===== config.mk =====
export PLATFORM = sky130hd
export DESIGN_NAME = acalsq_top
export DESIGN_NICKNAME = d
export VERILOG_FILES = /design/src/core/acalsq_divider.v /design/src/core/acalsq_phase_cnt.v /design/src/core/acalsq_top.v
export VERILOG_INCLUDE_DIRS = /design/src /design/src/core
export SDC_FILE = /design/constraint.sdc
export NUM_CORES = 1
export LEC_CHECK = 0
export ABC_CLOCK_PERIOD_IN_PS = 2800
export BUFFER_PORTS_ARGS = -buffer_cell sky130_fd_sc_hd__buf_2
export CORE_MARGIN = 2
export CORE_UTILIZATION = 59
export CTS_BUF_LIST = sky130_fd_sc_hd__clkbuf_16
export CTS_CLUSTER_SIZE = 20
export DETAILED_ROUTE_END_ITERATION = 10
export PLACE_DENSITY = 0.88
export SLEW_MARGIN = 10
export SYNTH_ARGS = -nofsm -noshare
export SYNTH_HDL_FRONTEND = slang
export SYNTH_SLANG_ARGS = --single-unit

===== constraint.sdc =====
create_clock -name mclk_i -period 2.8 [get_ports mclk_i]
set_input_delay 0.14 -clock mclk_i [delete_from_list [all_inputs] [get_ports mclk_i]]
set_output_delay 0.14 -clock mclk_i [all_outputs]
set_load 0.01 [all_outputs]

===== src/core/acalsq_consts.vh =====
/*
  constants of the calibration sequencer: mode codes, timing counts, defaults.
  assumes one 10 MHz master clock and a modulator rate of master clock / 128.
*/
// Operation
// - mode 1,0,0 starts system-offset calibration
// - zero from system input, full from reference/gain
// - system-offset lasts six update periods
// - mode field clears to zero when done
// - ready inactive at start, valid after nine
// - following conversion samples system zero input
// - ready deasserts within one modulator cycle
// - unipolar endpoints, bipolar midscale to full
// - mode 1,0,1 enters background calibration
// - zero calibration after every update, rate/6
// - background never calibrates full scale
// - background refreshes offset coefficient automatically
// - background persists until mode rewritten
// - reset loads defaults and nominal coefficients
// - encodings for zero/full self and system
`ifndef ACALSQ_CONSTS_VH
`define ACALSQ_CONSTS_VH

// ----------------------------------------
// mode-select codes
// ----------------------------------------
`define ACS_MD_NORMAL 3'h0
`define ACS_MD_ZS_SYS 3'h2
`define ACS_MD_FS_SYS 3'h3
`define ACS_MD_SYS_OFF 3'h4
`define ACS_MD_BACKGND 3'h5
`define ACS_MD_ZS_SELF 3'h6
`define ACS_MD_FS_SELF 3'h7

// ----------------------------------------
// register offsets and fields
// ----------------------------------------
`define ACS_REG_MODE 4'h0
`define ACS_REG_STATUS 4'h1
`define ACS_REG_OFFSET 4'h2
`define ACS_REG_GAIN 4'h3
`define ACS_REG_CONFIG 4'h4
`define ACS_REG_RESULT 4'h5
`define ACS_CFG_BIPOLAR 0
`define ACS_CFG_SYNC 1

// ----------------------------------------
// reset values
// ----------------------------------------
`define ACS_OFFSET_RST 24'h800000
`define ACS_GAIN_RST 24'h555555

// ----------------------------------------
// timing
// ----------------------------------------
`define ACS_MOD_DIV 128
`define ACS_PHASE_UPD 3
`define ACS_SYSOFF_UPD 6
`define ACS_TOTAL_UPD 9

`endif


===== src/core/acalsq_divider.v =====
/*
  divider producing a one-cycle enable pulse every DIV clocks.
  assumes a synchronous active-high reset.
*/
`timescale 1ns/1ps
module acalsq_divider #(
  parameter DIV = 128,
  parameter W = 16
) (
  // clock and reset
  input wire mclk_i,
  input wire rst_i,
  // control
  input wire clr_i,
  // pulse
  output reg tick_o
);
  reg [W-1:0] cnt_q;
  always @(posedge mclk_i)
  begin
    if (rst_i || clr_i)
    begin
      cnt_q <= {W{1'b0}};
      tick_o <= 1'b0;
    end
    else if (cnt_q == DIV[W-1:0] - 1'b1)
    begin
      cnt_q <= {W{1'b0}};
      tick_o <= 1'b1;
    end
    else
    begin
      cnt_q <= cnt_q + 1'b1;
      tick_o <= 1'b0;
    end
  end
endmodule // acalsq_divider


===== src/core/acalsq_phase_cnt.v =====
/*
  counter of output-update periods within a calibration phase.
  assumes one-cycle update pulses and a synchronous reset.
*/
`timescale 1ns/1ps
module acalsq_phase_cnt #(
  parameter W = 4
) (
  // clock and reset
  input wire mclk_i,
  input wire rst_i,
  // control
  input wire clr_i,
  input wire upd_i,
  // count
  output reg [W-1:0] cnt_o
);
  always @(posedge mclk_i)
  begin
    if (rst_i || clr_i)
      cnt_o <= {W{1'b0}};
    else if (upd_i)
      cnt_o <= cnt_o + 1'b1;
  end
endmodule // acalsq_phase_cnt


===== src/core/acalsq_top.v =====
/*
  calibration sequencer: mode field, calibration phases, result-valid flag,
  offset/gain coefficient registers and a plain register port.
  assumes conversion samples arrive as sample_i, one on each
  output update, and that update pulses come from an update divider.
*/
`timescale 1ns/1ps
`include "acalsq_consts.vh"
module acalsq_top #(
  parameter UPD_MODS = 24
) (
  // clock and reset
  input wire mclk_i,
  input wire rst_i,
  // register port
  input wire [3:0] addr_i,
  input wire [23:0] wdata_i,
  input wire wr_i,
  input wire rd_i,
  output reg [23:0] rdata_o,
  // converter datapath
  input wire [23:0] sample_i,
  // front end steering
  output reg sel_sys_input_o,
  output reg sel_ref_over_gain_o,
  output reg sel_int_zero_o,
  output reg coef_load_o,
  // status pins
  output reg result_valid_n_o,
  output reg mode_select_bit2_o,
  output reg mode_select_bit1_o,
  output reg mode_select_bit0_o
);
  // ----------------------------------------
  // states
  // ----------------------------------------
  localparam ST_IDLE = 3'h0;
  localparam ST_ZS = 3'h1;
  localparam ST_FS = 3'h2;
  localparam ST_CONV = 3'h3;
  localparam ST_BG_CONV = 3'h4;
  localparam ST_BG_ZS = 3'h5;

  reg [2:0] state_q;
  reg [2:0] mode_q;
  reg [2:0] src_q;
  reg [23:0] offset_q;
  reg [23:0] gain_q;
  reg [23:0] result_q;
  reg [1:0] cfg_q;
  reg pend_q;
  reg clr_cnt_q;
  wire mod_tick;
  wire upd_tick;
  wire [3:0] phase_cnt;
  wire [3:0] upd_div_cnt;
  wire wr_mode;
  wire phase_end;

  // ----------------------------------------
  // rate generation
  // ----------------------------------------
  acalsq_divider #(.DIV(`ACS_MOD_DIV), .W(8)) u_mod_div (
    .mclk_i(mclk_i),
    .rst_i(rst_i),
    .clr_i(cfg_q[`ACS_CFG_SYNC]),
    .tick_o(mod_tick)
  );

  acalsq_phase_cnt #(.W(4)) u_mods (
    .mclk_i(mclk_i),
    .rst_i(rst_i),
    .clr_i(upd_tick | cfg_q[`ACS_CFG_SYNC]),
    .upd_i(mod_tick),
    .cnt_o(upd_div_cnt)
  );

  assign upd_tick = mod_tick && (upd_div_cnt == UPD_MODS[3:0] - 4'h1);

  acalsq_phase_cnt #(.W(4)) u_phase (
    .mclk_i(mclk_i),
    .rst_i(rst_i),
    .clr_i(clr_cnt_q | wr_mode),
    .upd_i(upd_tick),
    .cnt_o(phase_cnt)
  );

  assign wr_mode = wr_i && (addr_i == `ACS_REG_MODE);
  assign phase_end = upd_tick && (phase_cnt == `ACS_PHASE_UPD - 1);

  // ----------------------------------------
  // sequencer
  // ----------------------------------------
  always @(posedge mclk_i)
  begin
    clr_cnt_q <= 1'b0;
    if (rst_i)
    begin
      state_q <= ST_IDLE;
      mode_q <= `ACS_MD_NORMAL;
      src_q <= 3'h0;
      offset_q <= `ACS_OFFSET_RST;
      gain_q <= `ACS_GAIN_RST;
      result_q <= 24'h000000;
      cfg_q <= 2'h0;
      pend_q <= 1'b0;
      result_valid_n_o <= 1'b1;
      coef_load_o <= 1'b0;
    end
    else
    begin
      coef_load_o <= 1'b0;
      if (wr_i && addr_i == `ACS_REG_CONFIG)
        cfg_q <= wdata_i[1:0];
      if (wr_i && addr_i == `ACS_REG_OFFSET)
        offset_q <= wdata_i;
      if (wr_i && addr_i == `ACS_REG_GAIN)
        gain_q <= wdata_i;
      if (rd_i && addr_i == `ACS_REG_RESULT)
        result_valid_n_o <= 1'b1;
      if (wr_mode)
      begin
        mode_q <= wdata_i[2:0];
        pend_q <= 1'b0;
        case (wdata_i[2:0])
          `ACS_MD_SYS_OFF, `ACS_MD_ZS_SYS, `ACS_MD_ZS_SELF:
          begin
            state_q <= ST_ZS;
            result_valid_n_o <= 1'b1;
          end
          `ACS_MD_FS_SYS, `ACS_MD_FS_SELF:
          begin
            state_q <= ST_FS;
            result_valid_n_o <= 1'b1;
          end
          `ACS_MD_BACKGND:
            state_q <= ST_BG_CONV;
          default:
            state_q <= ST_IDLE;
        endcase
      end
      else if (upd_tick)
      begin
        case (state_q)
          ST_IDLE:
          begin
            result_q <= sample_i - offset_q;
            result_valid_n_o <= 1'b0;
          end
          ST_ZS:
            if (phase_end)
            begin
              offset_q <= sample_i;
              coef_load_o <= 1'b1;
              clr_cnt_q <= 1'b1;
              if (mode_q == `ACS_MD_SYS_OFF)
                state_q <= ST_FS;
              else
              begin
                state_q <= ST_CONV;
                mode_q <= `ACS_MD_NORMAL;
              end
            end
          ST_FS:
            if (phase_end)
            begin
              gain_q <= cfg_q[`ACS_CFG_BIPOLAR] ? (sample_i - offset_q) : sample_i;
              coef_load_o <= 1'b1;
              clr_cnt_q <= 1'b1;
              state_q <= ST_CONV;
              src_q <= mode_q;
              mode_q <= `ACS_MD_NORMAL;
            end
          ST_CONV:
            if (phase_end)
            begin
              result_q <= sample_i - offset_q;
              result_valid_n_o <= 1'b0;
              state_q <= ST_IDLE;
            end
          ST_BG_CONV:
          begin
            result_q <= sample_i - offset_q;
            result_valid_n_o <= 1'b0;
            state_q <= ST_BG_ZS;
            clr_cnt_q <= 1'b1;
          end
          ST_BG_ZS:
            if (phase_cnt == `ACS_SYSOFF_UPD - 2)
            begin
              offset_q <= sample_i;
              coef_load_o <= 1'b1;
              state_q <= ST_BG_CONV;
            end
          default:
            state_q <= ST_IDLE;
        endcase
      end
    end
  end

  // ----------------------------------------
  // front end steering, status pins and register read-back
  // ----------------------------------------
  always @(posedge mclk_i)
  begin
    if (rst_i)
    begin
      sel_sys_input_o <= 1'b1;
      sel_ref_over_gain_o <= 1'b0;
      sel_int_zero_o <= 1'b0;
      mode_select_bit2_o <= 1'b0;
      mode_select_bit1_o <= 1'b0;
      mode_select_bit0_o <= 1'b0;
      rdata_o <= 24'h000000;
    end
    else
    begin
      sel_ref_over_gain_o <= (state_q == ST_FS) && (mode_q != `ACS_MD_FS_SYS);
      sel_int_zero_o <= (state_q == ST_BG_ZS) ||
        (state_q == ST_ZS && mode_q == `ACS_MD_ZS_SELF);
      sel_sys_input_o <= !((state_q == ST_FS && mode_q != `ACS_MD_FS_SYS) ||
        state_q == ST_BG_ZS || (state_q == ST_ZS && mode_q == `ACS_MD_ZS_SELF));
      mode_select_bit2_o <= mode_q[2];
      mode_select_bit1_o <= mode_q[1];
      mode_select_bit0_o <= mode_q[0];
      if (rd_i)
      begin
        case (addr_i)
          `ACS_REG_MODE: rdata_o <= {21'h0, mode_q};
          `ACS_REG_STATUS: rdata_o <= {16'h0, pend_q, src_q, state_q, result_valid_n_o};
          `ACS_REG_OFFSET: rdata_o <= offset_q;
          `ACS_REG_GAIN: rdata_o <= gain_q;
          `ACS_REG_CONFIG: rdata_o <= {22'h0, cfg_q};
          `ACS_REG_RESULT: rdata_o <= result_q;
          default: rdata_o <= 24'h000000;
        endcase
      end
      else
        rdata_o <= 24'h000000;
    end
  end
endmodule // acalsq_top


==> results.json <==
{
  "pre_cts_ws_ns": 0.273,
  "io_pins": 88,
  "grt_pass1_vias": 6826,
  "synth_area_sq_um": 7360,
  "avgSynthCellArea_sq_um": 8.25,
  "hold_viol": 0,
  "drc_errors": 0,
  "grt_max_degree": 49,
  "synthCells": 893,
  "cts_buffers": 17,
  "globalplace.congestion": 0.952,
  "wl_per_cell_um": 18.4,
  "cts-root-buf": "clkbuf_16",
  "criticalPathCategory": "reg2reg",
  "cts_htree_levels": 4,
  "synth.area.top_cells": "dfxtp_1, nand2_1, ha_1",
  "layout-drive-gt1-share_pct": 19.2,
  "insertedDiodeCount": 0,
  "portBuffers": 87,
  "num_vias": 7177,
  "core_area_sq_um": 12100,
  "hp-class": "in2reg",
  "area_growth_pct": 16.8,
  "nets": 1046,
  "slew_headroom_pct": 45.7,
  "synth_area_leader_cell": "dfxtp_1",
  "dpl_cell_area_sq_um": 7950,
  "die_w_um": 116,
  "drt_iter0_markers": 930,
  "cts_resized": 0,
  "ys_ff_latch": 133,
  "maxSlewViolCount": 0,
  "synthTopCellsByCount": "nand2_1, dfxtp_1, nor2_1",
  "grt_util_met3_pct": 9.26,
  "die_area_sq_um": 13400,
  "power.density_nw_per_um2": 554,
  "routed_via_density": 6.28,
  "grt_use_met1_pct": 42.0,
  "arrival_ns": 2.89,
  "ctsLongestPathBuffers": 2,
  "grt_pass1_wl_um": 34100,
  "grt_usage_pct": 32.6,
  "synth_seq_area_share_pct": 36.2,
  "die_h_um": 116,
  "cp_data_required_time_ns": 3.11,
  "ant_nets": 0,
  "grt_util_met2_pct": 51.3,
  "crit_fanout": 10,
  "wirelength_um": 21000,
  "synth_ff_type": "dfxtp_1",
  "drt_pass1_iterations": 9,
  "grt-busiest-layer": "met2",
  "critPathLaunchType": "flip-flop",
  "yosysMostFrequentCell": "nand2_1",
  "synth.net_count": 978,
  "maxCapViolCount": 0,
  "outcome": "complete, no violations",
  "fin_crit_ns": 2.58,
  "cts_sinks": 133,
  "period_share_pct": 92.0,
  "fin_setup_tns_ns": 0,
  "fin_area_sq_um": 8600,
  "clock_latency_ns": 0.44,
  "clk_pin_slew_ns": 0.06,
  "ys_warn_count": 0,
  "leakagePower_nw": 3.17,
  "rsz0062_at_grt": "false",
  "cts_tree": "done",
  "fin_skew_ns": 0.00958,
  "rows": 40,
  "antenna_found_initial": 0,
  "worstMarginPinSlew_ns": 0.804,
  "synthDistinctLibCells": 75,
  "critPathCaptureType": "flip-flop",
  "setup_viol": 0,
  "initial_core_util_pct": 60.8,
  "fin_ws_ns": 0.223,
  "peakVddDrop_v": 0.000456,
  "final_util_pct": 71.0,
  "dpl.hpwl_um": 13900,
  "fmax_ghz": 0.388,
  "synth-edff-count": 0,
  "synthArstFlopShare_pct": 0,
  "synth_top_area_share_pct": 36.2,
  "gr-total-overflow": 0,
  "total_power_mw": 4.77
}
==> sequential cells by signal (all words and copies together) (netlist names) <==
register / flops
gain_q: 24
offset_q: 24
rdata_o: 24
result_q: 24
u_mod_div.cnt_q: 8
u_mods.cnt_o: 4
u_phase.cnt_o: 4
mode_q: 3
src_q: 3
state_q: 3
cfg_q: 2
clr_cnt_q: 1
coef_load_o: 1
mode_select_bit0_o: 1
mode_select_bit1_o: 1
mode_select_bit2_o: 1
result_valid_n_o: 1
sel_int_zero_o: 1
sel_ref_over_gain_o: 1
sel_sys_input_o: 1
u_mod_div.tick_o: 1
==> cell usage in the layout (no fill, tap or decap), types with 5 or more instances in the layout <==
master and instances:
a211oi_1 10, a21o_1 14, a21oi_1 57, a222oi_1 22, a22oi_1 10, a311oi_1 9, a311oi_2 20, a31oi_1 13
and3_1 7, buf_2 86, buf_4 21, clkbuf_16 17, clkinvlp_4 6, dfxtp_1 133, ha_1 28, inv_1 29
mux2i_1 8, nand2_1 142, nand2b_1 18, nand3_1 40, nand4_1 8, nor2_1 92, nor2b_1 11, nor3_1 15
o211ai_1 7, o21a_1 5, o21ai_0 18, xnor2_1 21, xor2_1 13
==> per-layer routing <==
layer / up-vias / wire [um]
met3: 71 / 2190
met5: - / 0
li1: 3358 / -
met2: 454 / 9490
met4: 0 / 620
met1: 3294 / 8660
==> critical path, cell delays in order (launching register included) <==
cell      delay [ns]
dfxtp_1         0.36
inv_1           0.06
ha_1            0.43
and3_1          0.27
nor2b_1         0.26
nand2_1         0.08
o311ai_1        0.38
o21ai_0         0.20
xnor2_1         0.18
nor2_1          0.17
nor3_2          0.06
==> timing repair <==
item / CTS / global route
hold endpoints to repair: 2 / 0
buffers inserted: 0 / 0
hold buffers: 2 / 0
==> layout make-up <==
cell class / count / area, sq um
Clock buffer: 17 / 425
Clock inverter: 15 / 205
Fill cell: 952 / 3510
Inverter: 30 / 113
Multi-Input combinational cell: 668 / 4340
Sequential cell: 133 / 2660
Tap cell: 168 / 210
Timing Repair Buffer: 111 / 648
==> worst paths after layout <==
| check | startpoint | endpoint | slack, ns | depth (start not counted) |
|---|---|---|---|---|
| setup / recovery | offset_q[15] | result_q[19] | 0.22 | 10 |
| hold / removal | sample_i[8] | gain_q[8] | 0.007 | 3 |
| setup reg to reg | offset_q[15] | result_q[19] | 0.22 | 10 |
| hold reg to reg | result_q[21] | result_q[21] | 0.45 | 2 |
==> where the power goes <==
group	internal (mW)	leakage (nW)	total, mW	switching, mW
sequential	1.91	1.07	1.92	0.0141
clock	1.49	0.288	2.39	0.898
combinational	0.172	1.80	0.455	0.283
total	3.57	3.17	4.77	1.19
==> through the flow <==
step | hold slack (ns) | cells
finish | 0.00744 | 1142
global route | 0.0139 | 1142
CTS | 0.00584 | 1142
detailed placement | 0.440 | 1108
global placement | 0.430 | 1108
floorplan | 0.288 | 893
==> kinds of logic (layout without fill, tap and decap cells) <==
kind of cell             after synthesis  in the layout  share of synthesized area [%]
AO/OA/AOI/OAI                        226            226                           24.4
XOR/XNOR                              34             34                           4.04
adder cells (fa/ha/maj)               29             29                           5.03
buffers and inverters                 92            173                           5.25
flip-flops                           133            133                           36.2
multiplexers                           9              9                           1.24
AND/OR/NAND/NOR                      370            370                           23.9
(Power assumes the default switching activity.)
